--- src/rtl/dcc_pkg.sv ---
// Constants shared by the dual comparator control block.
// Assumes one 10 MHz system clock and a byte-wide register port.
package dcc_pkg;
  // ----------------------------------------
  // Register offsets
  // ----------------------------------------
  localparam logic [7:0] DCC_OFS_TIMER_LINK = 8'h97;
  localparam logic [7:0] DCC_OFS_CONFIG = 8'h9C;
  localparam logic [7:0] DCC_OFS_FLAGS = 8'h0D;
  localparam logic [7:0] DCC_OFS_ENABLES = 8'h8D;
  localparam logic [7:0] DCC_OFS_IRQ_CTRL = 8'h0B;
  localparam logic [7:0] DCC_OFS_PORT_DIR = 8'h85;
  // ----------------------------------------
  // Field positions
  // ----------------------------------------
  localparam int DCC_BIT_B_RESULT = 7;
  localparam int DCC_BIT_A_RESULT = 6;
  localparam int DCC_BIT_B_POL = 5;
  localparam int DCC_BIT_A_POL = 4;
  localparam int DCC_BIT_SWITCH = 3;
  localparam int DCC_BIT_GATE_SEL = 1;
  localparam int DCC_BIT_SYNC = 0;
  localparam int DCC_BIT_B_FLAG = 6;
  localparam int DCC_BIT_A_FLAG = 5;
  localparam int DCC_BIT_GIE = 7;
  localparam int DCC_BIT_PERIPHERAL_IRQ_ENABLE = 6;
  // ----------------------------------------
  // Reset values
  // ----------------------------------------
  localparam logic [7:0] DCC_RST_CONFIG = 8'h00;
  localparam logic [1:0] DCC_RST_TIMER_LINK = 2'h2;
  localparam logic [1:0] DCC_RST_FLAGS = 2'h0;
  localparam logic [7:0] DCC_RST_PORT_DIR = 8'hFF;
  // ----------------------------------------
  // Modes
  // ----------------------------------------
  localparam logic [2:0] DCC_MODE_RESET = 3'h0;
  localparam logic [2:0] DCC_MODE_ONE_SWITCHED = 3'h1;
  localparam logic [2:0] DCC_MODE_TWO_SWITCHED = 3'h2;
  localparam logic [2:0] DCC_MODE_OFF = 3'h7;
endpackage

--- src/rtl/dcc_sync2.sv ---
// Two-flop synchroniser for a bundle of asynchronous levels.
// Assumes inputs may change at any time relative to the clock.
`timescale 1ns/1ps
module dcc_sync2 #(
  parameter int WIDTH = 2
) (
  // Clock and reset
  input wire logic i_clk,
  input wire logic i_reset_n,
  // Data
  input wire logic [WIDTH-1:0] i_async,
  output logic [WIDTH-1:0] o_sync
);
  logic [WIDTH-1:0] meta_r;
  logic [WIDTH-1:0] sync_r;

  always_ff @(posedge i_clk or negedge i_reset_n) begin
    if (!i_reset_n) begin
      meta_r <= '0;
      sync_r <= '0;
    end else begin
      meta_r <= i_async;
      sync_r <= meta_r;
    end
  end

  assign o_sync = sync_r;
endmodule

--- src/rtl/dcc_gate_latch.sv ---
// Latches comparator B on the falling edge of the prescaled timer clock.
// Timer clock is a synchronised level; the timer counts on its rising edge.
`timescale 1ns/1ps
module dcc_gate_latch (
  // Clock and reset
  input wire logic i_clk,
  input wire logic i_reset_n,
  // Controls
  input wire logic i_sync_en,
  input wire logic i_timer_clk,
  input wire logic i_cmp_b,
  // Result
  output logic o_cmp_b_gate
);
  logic tclk_d_r;
  logic held_r;
  logic fall;

  assign fall = tclk_d_r & ~i_timer_clk;

  always_ff @(posedge i_clk or negedge i_reset_n) begin
    if (!i_reset_n) begin
      tclk_d_r <= 1'b0;
      held_r <= 1'b0;
    end else begin
      tclk_d_r <= i_timer_clk;
      if (fall) begin
        held_r <= i_cmp_b;
      end
    end
  end

  assign o_cmp_b_gate = i_sync_en ? held_r : i_cmp_b;
endmodule

--- src/rtl/dcc_top.sv ---
// Digital control around two analog comparators: config, routing, gating, flags.
// Assumes analog cores deliver raw comparison levels; register port is byte wide.
//
// Overview of operation
// - Raw result high when plus exceeds minus
// - Polarity bit complements reported, routed result
// - Results shown at config bits 7, 6
// - Three-bit mode field picks eight configurations
// - Mode 010 switch selects lines 3/2 else 0/1
// - Mode 001 switch selects line 3 else 0
// - Analog pins lose digital input, pullup, change
// - Routing mode drives lines 4,5 with unsynchronised, polarity-applied results
// - Direction bits still enable lines 4,5 outputs
// - Gate source bit picks pin or comparator B
// - Sync bit latches B on timer falling edge
// - Timer counts rising, latch changes falling
// - Flag set when result differs from latch
// - Flags cleared by writing 0, set by 1
// - Request needs all three enables; flags regardless
// - Config access relatches; mismatch keeps setting flag
// - Change during config read still sets flag
// - Reset returns registers, mode field to 000
// - Comparators run in sleep; irq wakes device
//
// Our own choice: the strobed register port.
`timescale 1ns/1ps
module dcc_top (
  // Clock and reset
  input wire logic I_MCLK,
  input wire logic I_RESET_N,
  // Register port
  input wire logic [7:0] I_ADDR,
  input wire logic [7:0] I_WDATA,
  input wire logic I_WR,
  input wire logic I_RD,
  output logic [7:0] O_RDATA,
  // Analog comparator cores
  input wire logic I_CMP_A_RAW,
  input wire logic I_CMP_B_RAW,
  output logic [2:0] O_CMP_MODE,
  output logic O_CMP_A_MINUS_SEL,
  output logic O_CMP_B_MINUS_SEL,
  output logic [3:0] O_ANALOG_PINS,
  // Port A lines 4 and 5
  input wire logic I_LINE4_DATA,
  input wire logic I_LINE5_DATA,
  output logic O_LINE4_OUT,
  output logic O_LINE5_OUT,
  output logic O_LINE4_OE_N,
  output logic O_LINE5_OE_N,
  // Companion timer
  input wire logic I_TIMER_CLK,
  input wire logic I_GATE_PIN,
  output logic O_TIMER_GATE,
  // Interrupt and sleep
  input wire logic I_SLEEP,
  output logic O_IRQ,
  output logic O_WAKE
);
  // ----------------------------------------
  // Registers
  // ----------------------------------------
  logic [7:0] config_r;
  logic [1:0] link_r;
  logic [1:0] flags_r;
  logic [1:0] enables_r;
  logic [1:0] irq_ctrl_r;
  logic [7:0] port_dir_r;
  logic [1:0] seen_r;
  logic [7:0] rdata_r;
  logic [1:0] flags_nxt;

  // ----------------------------------------
  // Synchronised inputs
  // ----------------------------------------
  logic [1:0] raw_sync;
  logic [1:0] tmr_sync;
  logic [1:0] cur;
  logic cmp_on;

  dcc_sync2 #(.WIDTH(2)) u_sync_cmp (
    .i_clk(I_MCLK),
    .i_reset_n(I_RESET_N),
    .i_async({I_CMP_B_RAW, I_CMP_A_RAW}),
    .o_sync(raw_sync)
  );

  dcc_sync2 #(.WIDTH(2)) u_sync_tmr (
    .i_clk(I_MCLK),
    .i_reset_n(I_RESET_N),
    .i_async({I_GATE_PIN, I_TIMER_CLK}),
    .o_sync(tmr_sync)
  );

  // ----------------------------------------
  // Decode
  // ----------------------------------------
  logic [2:0] mode;
  logic sel_link;
  logic sel_cfg;
  logic sel_flags;
  logic sel_en;
  logic sel_ictl;
  logic sel_dir;
  logic cfg_touch;
  logic routed;
  logic pol_a;
  logic pol_b;

  assign mode = config_r[2:0];
  assign pol_a = config_r[dcc_pkg::DCC_BIT_A_POL];
  assign pol_b = config_r[dcc_pkg::DCC_BIT_B_POL];
  assign cmp_on = (mode != dcc_pkg::DCC_MODE_RESET) && (mode != dcc_pkg::DCC_MODE_OFF);
  assign cur = cmp_on ? (raw_sync ^ {pol_b, pol_a}) : 2'h0;
  function automatic logic addr_hit(input logic [7:0] addr, input logic [7:0] ofs);
    addr_hit = addr == ofs;
  endfunction

  assign sel_link = addr_hit(I_ADDR, dcc_pkg::DCC_OFS_TIMER_LINK);
  assign sel_cfg = addr_hit(I_ADDR, dcc_pkg::DCC_OFS_CONFIG);
  assign sel_flags = addr_hit(I_ADDR, dcc_pkg::DCC_OFS_FLAGS);
  assign sel_en = addr_hit(I_ADDR, dcc_pkg::DCC_OFS_ENABLES);
  assign sel_ictl = addr_hit(I_ADDR, dcc_pkg::DCC_OFS_IRQ_CTRL);
  assign sel_dir = addr_hit(I_ADDR, dcc_pkg::DCC_OFS_PORT_DIR);
  assign cfg_touch = sel_cfg && (I_RD || I_WR);

  // ----------------------------------------
  // Input switching and analog pins
  // ----------------------------------------
  assign O_CMP_MODE = mode;
  // Minus-input select: 1 picks lines 3/2, 0 picks lines 0/1
  assign O_CMP_A_MINUS_SEL = ((mode == dcc_pkg::DCC_MODE_TWO_SWITCHED)
    || (mode == dcc_pkg::DCC_MODE_ONE_SWITCHED)) && config_r[dcc_pkg::DCC_BIT_SWITCH];
  assign O_CMP_B_MINUS_SEL = (mode == dcc_pkg::DCC_MODE_TWO_SWITCHED)
    && config_r[dcc_pkg::DCC_BIT_SWITCH];
  // Lines 0..3 analog (digital path, pull-up, change detect off) unless off mode
  assign O_ANALOG_PINS = (mode == dcc_pkg::DCC_MODE_OFF) ? 4'h0 : 4'hF;

  // ----------------------------------------
  // Output routing to lines 4 and 5
  // ----------------------------------------
  // Output routing mode chosen as 110 (routed outputs)
  assign routed = mode == 3'h6;
  assign O_LINE4_OUT = routed ? (I_CMP_A_RAW ^ pol_a) : I_LINE4_DATA;
  assign O_LINE5_OUT = routed ? (I_CMP_B_RAW ^ pol_b) : I_LINE5_DATA;
  assign O_LINE4_OE_N = port_dir_r[4];
  assign O_LINE5_OE_N = port_dir_r[5];

  // ----------------------------------------
  // Timer gate
  // ----------------------------------------
  logic b_gate;

  dcc_gate_latch u_gate (
    .i_clk(I_MCLK),
    .i_reset_n(I_RESET_N),
    .i_sync_en(link_r[dcc_pkg::DCC_BIT_SYNC]),
    .i_timer_clk(tmr_sync[0]),
    .i_cmp_b(cur[1]),
    .o_cmp_b_gate(b_gate)
  );

  assign O_TIMER_GATE = link_r[dcc_pkg::DCC_BIT_GATE_SEL] ? tmr_sync[1] : b_gate;

  // ----------------------------------------
  // Change flags
  // ----------------------------------------
  logic [1:0] mismatch;
  logic [1:0] flag_wr;

  assign mismatch = cur ^ seen_r;
  assign flag_wr = {I_WDATA[dcc_pkg::DCC_BIT_B_FLAG], I_WDATA[dcc_pkg::DCC_BIT_A_FLAG]};

  always_comb begin
    flags_nxt = flags_r;
    if (I_WR && sel_flags) begin
      flags_nxt = flag_wr;
    end
    flags_nxt = flags_nxt | mismatch;
  end

  // ----------------------------------------
  // Register writes
  // ----------------------------------------
  always_ff @(posedge I_MCLK or negedge I_RESET_N) begin
    if (!I_RESET_N) begin
      config_r <= dcc_pkg::DCC_RST_CONFIG;
      link_r <= dcc_pkg::DCC_RST_TIMER_LINK;
      flags_r <= dcc_pkg::DCC_RST_FLAGS;
      enables_r <= 2'h0;
      irq_ctrl_r <= 2'h0;
      port_dir_r <= dcc_pkg::DCC_RST_PORT_DIR;
      seen_r <= 2'h0;
    end else begin
      if (I_WR && sel_cfg) begin
        config_r[5:0] <= I_WDATA[5:0];
      end
      if (I_WR && sel_link) begin
        link_r <= I_WDATA[1:0];
      end
      if (I_WR && sel_en) begin
        enables_r <= {I_WDATA[dcc_pkg::DCC_BIT_B_FLAG], I_WDATA[dcc_pkg::DCC_BIT_A_FLAG]};
      end
      if (I_WR && sel_ictl) begin
        irq_ctrl_r <= {I_WDATA[dcc_pkg::DCC_BIT_GIE], I_WDATA[dcc_pkg::DCC_BIT_PERIPHERAL_IRQ_ENABLE]};
      end
      if (I_WR && sel_dir) begin
        port_dir_r <= I_WDATA;
      end
      if (cfg_touch) begin
        seen_r <= cur;
      end
      flags_r <= flags_nxt;
    end
  end

  // ----------------------------------------
  // Read data
  // ----------------------------------------
  logic [7:0] rd_mux;

  assign rd_mux = sel_cfg ? {cur, config_r[5:0]}
    : sel_link ? {6'h00, link_r}
    : sel_flags ? {1'b0, flags_r, 5'h00}
    : sel_en ? {1'b0, enables_r, 5'h00}
    : sel_ictl ? {irq_ctrl_r, 6'h00}
    : sel_dir ? port_dir_r
    : 8'h00;

  always_ff @(posedge I_MCLK or negedge I_RESET_N) begin
    if (!I_RESET_N) begin
      rdata_r <= 8'h00;
    end else begin
      rdata_r <= I_RD ? rd_mux : 8'h00;
    end
  end

  assign O_RDATA = rdata_r;

  // ----------------------------------------
  // Interrupt request and wake
  // ----------------------------------------
  logic any_req;

  assign any_req = |(flags_r & enables_r) && irq_ctrl_r[0];
  assign O_IRQ = any_req && irq_ctrl_r[1];
  assign O_WAKE = I_SLEEP && any_req;

  // ----------------------------------------
  // Checks
  // ----------------------------------------
  AST_FLAG_ON_MISMATCH: assert property (
    @(posedge I_MCLK) disable iff (!I_RESET_N)
    (mismatch[0]) |=> flags_r[0]
  ) else $error("flag A not set on mismatch");

  AST_CLEAR_BY_ZERO: assert property (
    @(posedge I_MCLK) disable iff (!I_RESET_N)
    (I_WR && sel_flags && !flag_wr[1] && !mismatch[1]) |=> !flags_r[1]
  ) else $error("flag B not cleared by zero write");

  AST_SET_BY_ONE: assert property (
    @(posedge I_MCLK) disable iff (!I_RESET_N)
    (I_WR && sel_flags && flag_wr[0]) |=> flags_r[0]
  ) else $error("flag A not set by one write");

  AST_IRQ_ENABLES: assert property (
    @(posedge I_MCLK) disable iff (!I_RESET_N)
    O_IRQ |-> (irq_ctrl_r == 2'h3 && (flags_r & enables_r) != 2'h0)
  ) else $error("interrupt without all enables");

  AST_RELATCH: assert property (
    @(posedge I_MCLK) disable iff (!I_RESET_N)
    cfg_touch |=> (seen_r == $past(cur))
  ) else $error("latch not updated on config access");

  AST_STATUS_READ: assert property (
    @(posedge I_MCLK) disable iff (!I_RESET_N)
    (I_RD && sel_cfg) |=> (O_RDATA[7:6] == $past(cur))
  ) else $error("status bits wrong on read");

  AST_GATE_SOURCE: assert property (
    @(posedge I_MCLK) disable iff (!I_RESET_N)
    link_r[dcc_pkg::DCC_BIT_GATE_SEL] |-> (O_TIMER_GATE == tmr_sync[1])
  ) else $error("gate not from pin");

  AST_SYNC_HOLD: assert property (
    @(posedge I_MCLK) disable iff (!I_RESET_N)
    (link_r == 2'h1 && $past(link_r) == 2'h1
      && !($past(tmr_sync[0], 2) && !$past(tmr_sync[0]))) |-> $stable(O_TIMER_GATE)
  ) else $error("synced gate moved off falling edge");

  AST_OE_DIR: assert property (
    @(posedge I_MCLK) disable iff (!I_RESET_N)
    (I_WR && sel_dir) |=> (O_LINE4_OE_N == $past(I_WDATA[4])
      && O_LINE5_OE_N == $past(I_WDATA[5]))
  ) else $error("output enable not from direction bits");

  AST_FLAG_B_ON_MISMATCH: assert property (
    @(posedge I_MCLK) disable iff (!I_RESET_N)
    (mismatch[1]) |=> flags_r[1]
  ) else $error("flag B not set on mismatch");

  AST_CLEAR_A_BY_ZERO: assert property (
    @(posedge I_MCLK) disable iff (!I_RESET_N)
    (I_WR && sel_flags && !flag_wr[0] && !mismatch[0]) |=> !flags_r[0]
  ) else $error("flag A not cleared by zero write");

  AST_SET_B_BY_ONE: assert property (
    @(posedge I_MCLK) disable iff (!I_RESET_N)
    (I_WR && sel_flags && flag_wr[1]) |=> flags_r[1]
  ) else $error("flag B not set by one write");

  AST_MODE_WRITE: assert property (
    @(posedge I_MCLK) disable iff (!I_RESET_N)
    (I_WR && sel_cfg) |=> (O_CMP_MODE == $past(I_WDATA[2:0]))
  ) else $error("mode field not written");

  AST_SWITCH_MODES: assert property (
    @(posedge I_MCLK) disable iff (!I_RESET_N)
    (mode != dcc_pkg::DCC_MODE_ONE_SWITCHED && mode != dcc_pkg::DCC_MODE_TWO_SWITCHED)
      |-> !(O_CMP_A_MINUS_SEL || O_CMP_B_MINUS_SEL)
  ) else $error("input switch active outside switched modes");

  AST_LINK_WRITE: assert property (
    @(posedge I_MCLK) disable iff (!I_RESET_N)
    (I_WR && sel_link) |=> (link_r == $past(I_WDATA[1:0]))
  ) else $error("timer link bits not written");

  AST_WAKE_NEEDS_SLEEP: assert property (
    @(posedge I_MCLK) disable iff (!I_RESET_N)
    O_WAKE |-> (I_SLEEP && (flags_r & enables_r) != 2'h0)
  ) else $error("wake without sleep and enabled flag");

  AST_RELATCH_ENDS: assert property (
    @(posedge I_MCLK) disable iff (!I_RESET_N)
    cfg_touch ##1 (cur == $past(cur)) |-> (mismatch == 2'h0)
  ) else $error("mismatch not ended by config access");

  AST_GATE_CMP: assert property (
    @(posedge I_MCLK) disable iff (!I_RESET_N)
    (link_r == 2'h0) |-> (O_TIMER_GATE == cur[1])
  ) else $error("gate not from comparator B");

  AST_IRQ_WHEN_ENABLED: assert property (
    @(posedge I_MCLK) disable iff (!I_RESET_N)
    (irq_ctrl_r == 2'h3 && (flags_r & enables_r) != 2'h0) |-> O_IRQ
  ) else $error("enabled flag without interrupt");

  AST_LINE_PORT_DATA: assert property (
    @(posedge I_MCLK) disable iff (!I_RESET_N)
    !routed |-> (O_LINE4_OUT == I_LINE4_DATA && O_LINE5_OUT == I_LINE5_DATA)
  ) else $error("port data lost outside routed mode");
endmodule

--- config.mk ---
export PLATFORM = sky130hd
export DESIGN_NAME = dcc_top
export DESIGN_NICKNAME = d
export VERILOG_FILES = /design/src/rtl/dcc_pkg.sv /design/src/rtl/dcc_sync2.sv /design/src/rtl/dcc_gate_latch.sv /design/src/rtl/dcc_top.sv
export SDC_FILE = /design/constraint.sdc
export NUM_CORES = 1
export LEC_CHECK = 0
export ABC_AREA = 1
export BUFFER_PORTS_ARGS = -buffer_cell sky130_fd_sc_hd__buf_2
export CORE_MARGIN = 2
export CORE_UTILIZATION = 36
export CTS_BUF_LIST = sky130_fd_sc_hd__clkbuf_8
export DETAILED_ROUTE_END_ITERATION = 10
export PLACE_DENSITY = 0.63
export SLEW_MARGIN = 20
export SYNTH_ARGS = -nofsm -noshare
export SYNTH_HDL_FRONTEND = slang
export SYNTH_HIERARCHICAL = 1
export SYNTH_SLANG_ARGS = --single-unit
--- constraint.sdc ---
create_clock -name I_MCLK -period 2.31 [get_ports I_MCLK]
set_input_delay 0.462 -clock I_MCLK [delete_from_list [all_inputs] [get_ports I_MCLK]]
set_output_delay 0.462 -clock I_MCLK [all_outputs]
set_load 0.03 [all_outputs]
---- After elaboration in Yosys (flattened, before gate mapping) ----
Index checks and enable logic that the tools add are counted.
W data, S select, Z words.
word-level totals
  bits in registers ....................... 42
  bits in latches ......................... 0
  RAM bits ................................ 0
  bits in read-only memories .............. 0
  input bits .............................. 27
  output and inout bits ................... 24
  logic and storage cells ................. 64
  memories kept ........................... 0
operators by class
  $add $sub $neg .......................... 0
  $mul .................................... 0
  div/mod/pow operators ................... 0
  order comparisons ....................... 0
  equal/unequal tests ..................... 11
  shift operators ......................... 0
  mux-type cells .......................... 14
  bitwise gates (word level) .............. 8
  reductions and logical operators ........ 17
operator list
  operator              number
  $mux W8               7
  $eq A8 B8 Y1 const B  4
  $eq A8 B4 Y1 const B  2
  $logic_and A1 B1 Y1   13
  $eq A3 B3 Y1 const B  2
  $mux W1               4
  $mux W2               2
  $mux W4               1
  $xor A2 B2 Y2         2
  $eq A3 B1 Y1 const B  1
  $eq A3 B2 Y1 const B  1
  $ne A3 B3 Y1 const B  1
  $reduce_bool A3 Y1    1
  $and A2 B2 Y2         1
  $logic_or A1 B1 Y1    2
  $or A2 B2 Y2          1
  $reduce_or A2 Y1      1
  $xor A1 B1 Y1         2
  $and A1 B1 Y1         1
  $not A1 Y1            1

---- Depth between registers and ports, before layout ----
  word-level depth ........................ 8
  mapped depth ............................ 9
  gate-level depth less buffers ........... 9

---- Hierarchy ----
Netlist, hierarchy kept.
by module, submodules not included
  module          times used  cells each  area an instance (sq um)  sequential area each (sq um)
  dcc_top         1           231         1789.2                    812.0
  dcc_sync2       2           4           100.1                     100.1
  dcc_gate_latch  1           10          82.6                      50.0

---- Least setup slack after synthesis ----
No wires, ideal clock.
  kind .................................... register to output
  from .................................... register config_r[0] (netlist: O_CMP_MODE[0])
  to ...................................... output port O_TIMER_GATE
  data arrival time ....................... 1524 ps
  required time ........................... 1848 ps
  setup slack ............................. 324 ps
  cell stages (with the launch flop) ...... 8
  buffers on the path ..................... 0
  cell sequence ........................... dfrtp_1 -> nand3_1 -> nand2_1 -> nor2_2 -> inv_1 -> o21ai_1 -> nand2_1 -> nand2_1
between the ends
  cells in the longest elaborated chain, start to end .. 5
  elaborated cells on any way between the ends .. 6
  classes of those cells .................. eq/ne: 1; mux: 3; reduce/logical: 2
RTL lines
  what                                                RTL line              source
  start, declared                                     dcc_top.sv:63         logic [7:0] config_r;
  start signal, assigned                              dcc_top.sv:187        config_r <= dcc_pkg::DCC_RST_CONFIG;
  start signal, assigned                              dcc_top.sv:196        config_r[5:0] <= I_WDATA[5:0];
  $ne A3 B3 Y1 or $reduce_bool A3 Y1 (tied branches)  dcc_top.sv:113        assign cmp_on = (mode != dcc_pkg::DCC_MODE_RESET) && (mode != dcc_pkg::DCC_MODE_OFF);
  $logic_and A1 B1 Y1 *                               dcc_top.sv:113
  $mux W2 *                                           dcc_top.sv:114        assign cur = cmp_on ? (raw_sync ^ {pol_b, pol_a}) : 2'h0;
  via cur[1]                                          dcc_top.sv:78         logic [1:0] cur;
  $mux W1 *                                           dcc_gate_latch.sv:33  assign o_cmp_b_gate = i_sync_en ? held_r : i_cmp_b;
  via b_gate                                          dcc_top.sv:152        logic b_gate;
  $mux W1 *                                           dcc_top.sv:163        assign O_TIMER_GATE = link_r[dcc_pkg::DCC_BIT_GATE_SEL] ? tmr_sync[1] : b_gate;
  end, declared                                       dcc_top.sv:54         output logic O_TIMER_GATE,
Mark *: on every way through the listed nets, which the timed path passes. The rest lies on a longest branch.

---- Worst setup path in the final report ----
Ends and elaborated chain as after synthesis.

==> parameters.txt <==
Parameter                              Value

Synth
  Post-synthesis instance total ... 249
  Top cell type's share of synthesized area ... 39.9%
  Multiplexer area fraction after synthesis ... 1.09%
  Dominant combinational cell family by area after synthesis ... simple AND/OR/NAND/NOR gates
  Post-synthesis share of cell area spent on and, or, nand and nor gates ... 26.0%
  Portion of the post-synthesis area used by sequential elements ... 51.3%
  Post-synthesis share of cell area spent on xor and xnor gates ... 1.69%
  Area fraction in compound gates after synthesis ... 9.72%
  Number of warnings issued by yosys ... 6
  Mean cell area of the mapped netlist ... 8.32 um2
  Largest area contributor in the synthesized netlist ... sky130_fd_sc_hd__dfrtp_1
  Number of register bits inferred by synthesis ... 42
  Post-synth cell types ... 29
  Total standard cell area after synthesis ... 0.00207 mm2
  Share of synthesized cell area in full adder, half adder and majority cells ... 0%
  Post-synth net total ... 276
  Biggest area contributors in the synthesized netlist ... sky130_fd_sc_hd__dfrtp_1, sky130_fd_sc_hd__nand2_1, sky130_fd_sc_hd__dfstp_2

Clock network
  Number of hold buffers added after cts ... 0
  Insertion delay to the later sink of the worst-skew pair ... 0.29 ns
  CTS sink count ... 42
  Clock tree from TritonCTS ... yes
  TritonCTS Buffers ... 5
  Clock-pin transition on the worst setup and hold timing paths ... 0.08 ns
  Post-CTS setup repair buffer count ... 0
  Number of buffers on the longest clock path ... 2
  Library cell used as clock root buffer ... sky130_fd_sc_hd__clkbuf_8
  H-tree depth ... 2

Timing
  Final Hold Violating Endpoints ... 0
  Tcrit/Tclk final ... 93.2%
  Worst Slack Setup Final ... 0.157 ns
  Final total negative setup slack ... 0 ns
  Setup Viol. Count Final ... 0
  Final critical delay including setup and external delays ... 2.15 ns
  Max Fclk ... 464 MHz
  Relative slew margins ... 65.1%
  Final number of max-transition violations ... 0
  Maximum clock skew at final layout ... 0.00630 ns
  Actual slew at the worst max-slew pin ... 0.524 ns

Placement
  Half-perimeter wire length of the detailed placement result ... 3430 um
  Place WS ... 0.410 ns
  Number of buffers inserted by port buffering ... 50
  Weighted congestion reported at the end of routability-driven placement ... 0.815

Finish
  Final core area utilization ... 44.4%
  Layout filler cell count ... 581
  Syn-to-layout area delta ... 18.7%
  Layout Nets ... 324
  Diodes inserted ... 0
  Share of layout cells above drive strength 1 ... 30.9%

Power and ir drop
  Static leakage ... 1.28 nW
  Share of power burned in combinational logic ... 10.6%
  Largest vdd supply drop ... 0.296 mV
  Clock power share ... 36.2%
  Sw frac ... 24.4%
  Cell area power density ... 608 mW/mm2
  Sequential share of power ... 53.2%
  Cell-internal power ... 1.13 mW
  Net switching power ... 0.364 mW

Route
  Routed Antenna Nets ... 0
  WL/cell ... 12.0 um
  Number of violations reported at the end of detailed-routing iteration 0 ... 75
  Total number of vias ... 1680
  Detailed-route DRC error count ... 0
  First drt pass iteration count ... 4
  Per-cell via count in the routed design ... 4.54
  Routed wire length ... 4440 um

Global routing
  Antenna violations before repair ... 0
  Via count of the first global-routing pass ... 1694
  Global route overflow ... 0
  Total GRT Usage ... 15.4%
  Maximum number of pins on one net before global-route repair ... 43
  Global-route wire length before repair ... 7620 um

Floorplanning
  Full die area ... 0.00638 mm2
  Effective utilization at floorplan ... 37.4%
  Overall die width ... 79.9 um
  IO Pins ... 51
  Placeable core region ... 0.00554 mm2
  Number of rows in the core area ... 27
  Die outline height ... 79.9 um

Worst setup path
  CP bufs+invs ... 2
  Endpoint type of the worst setup path ... output pin
  Data required time at the worst endpoint ... 1.85 ns
  Kind of critical path ... reg -> out
  Crit start category ... register
  Peak per-stage delay on the critical path ... 0.44 ns
  Cell at the slowest stage of the critical path ... sky130_fd_sc_hd__dfrtp_1
  Cell family with most CP delay ... simple AND/OR/NAND/NOR gates
  CP arrival ... 1.69 ns
  Crit path max fanout ... 7
  Cell occurring most often along the worst timing path ... sky130_fd_sc_hd__nand2_1
  Cells traversed along the worst timing path ... nand3_1 -> nand2_1 -> nor2_4 -> inv_1 -> o21ai_1 -> nand2_1 -> nand2_1 -> buf_2

Min path
  Classification of the worst-slack hold path ... in -> async

Status
  Status ... finished clean

Job
  Max-capacitance violation count ... 0
## cells in the final DEF (no fill, tap or decap), types with 2 or more instances in the layout
cell	count
sky130_fd_sc_hd__buf_2	50
sky130_fd_sc_hd__clkbuf_8	8
sky130_fd_sc_hd__dfrtp_1	33
sky130_fd_sc_hd__dfstp_2	9
sky130_fd_sc_hd__inv_1	33
sky130_fd_sc_hd__inv_2	3
sky130_fd_sc_hd__mux2_2	2
sky130_fd_sc_hd__nand2_1	71
sky130_fd_sc_hd__nand2_2	5
sky130_fd_sc_hd__nand3_1	19
sky130_fd_sc_hd__nand4_1	2
sky130_fd_sc_hd__nor2_1	18
sky130_fd_sc_hd__nor2_4	3
sky130_fd_sc_hd__o21a_1	3
sky130_fd_sc_hd__o21ai_0	12
sky130_fd_sc_hd__o21ai_1	7
sky130_fd_sc_hd__o21ai_2	7
sky130_fd_sc_hd__xor2_1	3
## cell families after synthesis
| family | after synthesis |
|---|---|
| buf+inv | 46 |
| mux | 2 |
| simple gates | 123 |
| flops | 42 |
| compound gates | 32 |
| xor+xnor | 4 |
## what timing repair did
action,4_1_cts,5_1_grt
resized for setup,0,1
endpoints found under the hold margin,0,0
setup endpoints to repair,0,1
## flip-flops by register name, summed over array words and instances, names as in the netlist
register           flops
config_r               3
u_gate/held_r          1
O_CMP_MODE             3
link_r                 2
irq_ctrl_r             2
enables_r              2
O_RDATA                8
u_sync_cmp/meta_r      2
u_sync_cmp/o_sync      2
flags_r                2
u_sync_tmr/meta_r      2
seen_r                 2
port_dir_r             8
u_sync_tmr/o_sync      2
u_gate/tclk_d_r        1
## area by class of cell
class                           count  area (um2)  share of cell area [%]
Sequential cell                    42        1060                    43.2
Tap cell                           72        90.1                    3.66
Timing Repair Buffer               51         258                    10.5
Multi-Input combinational cell    161         803                    32.7
Clock buffer                        8         110                    4.48
Inverter                           36         135                    5.50
## stage by stage
step	power (mW)	area [um2]	hold slack [ns]	std cells
after global placement	0.964	2340	0.333	362
after global routing	1.56	2460	0.267	370
final	1.49	2460	0.221	370
after CTS	1.51	2450	0.244	370
after detailed placement	0.968	2340	0.339	362
after floorplan	0.900	2070	0.166	249
## cells in the mapped netlist
cell and number:
sky130_fd_sc_hd__buf_4 6, sky130_fd_sc_hd__o2111ai_1 1, sky130_fd_sc_hd__inv_1 33, sky130_fd_sc_hd__nor2_2 2, sky130_fd_sc_hd__xnor2_1 1, sky130_fd_sc_hd__nand2_1 71, sky130_fd_sc_hd__clkbuf_1 1, sky130_fd_sc_hd__nand2_2 5
sky130_fd_sc_hd__nor2_4 2, sky130_fd_sc_hd__o21ai_1 7, sky130_fd_sc_hd__mux2_2 2, sky130_fd_sc_hd__dfrtp_1 33, sky130_fd_sc_hd__o21ai_2 7, sky130_fd_sc_hd__buf_6 2, sky130_fd_sc_hd__xor2_1 3, sky130_fd_sc_hd__nand3_1 19
sky130_fd_sc_hd__nor3_1 1, sky130_fd_sc_hd__a22o_1 1, sky130_fd_sc_hd__nor2_1 18, sky130_fd_sc_hd__buf_2 1, sky130_fd_sc_hd__nand2_4 1, sky130_fd_sc_hd__o21a_1 3, sky130_fd_sc_hd__dfstp_2 9, sky130_fd_sc_hd__a21oi_1 1
sky130_fd_sc_hd__and2_4 1, sky130_fd_sc_hd__inv_2 3, sky130_fd_sc_hd__o21ai_0 12, sky130_fd_sc_hd__or2_2 1, sky130_fd_sc_hd__nand4_1 2
## path summary, 6_finish.rpt
path / cells after the start / slack [ns] / to / start
setup / recovery: 8 / 0.16 / O_TIMER_GATE / O_CMP_MODE[0]
hold / removal: 2 / 0.22 / u_gate/held_r / I_RESET_N
setup reg to reg: 7 / 1.03 / O_RDATA[7] / O_CMP_MODE[0]
hold reg to reg: 0 / 0.35 / u_sync_tmr/o_sync[0] / u_sync_tmr/meta_r[0]
max in group asynchronous: 2 / 1.71 / port_dir_r[6] / I_RESET_N
min in group I_MCLK: 1 / 0.27 / u_sync_tmr/meta_r[1] / I_GATE_PIN
## power by group through the flow
stage,Combinational (mW),Sequential (mW),Clock [mW]
detailed placement,0.159,0.809,0
global placement,0.157,0.807,0
CTS,0.159,0.795,0.558
floorplan,0.0933,0.806,0
finish,0.158,0.795,0.541
global route,0.180,0.800,0.585
## layer usage
layer | wire length, um | vias up | global-route usage [%]
met4 | 43 | 0 | 4.92
met1 | 1920 | 767 | 19.2
met5 | 0 | - | 0
met2 | 2190 | 41 | 26.1
li1 | - | 867 | -
met3 | 276 | 5 | 4.07
Note: power is estimated with default switching activity, not from simulation.
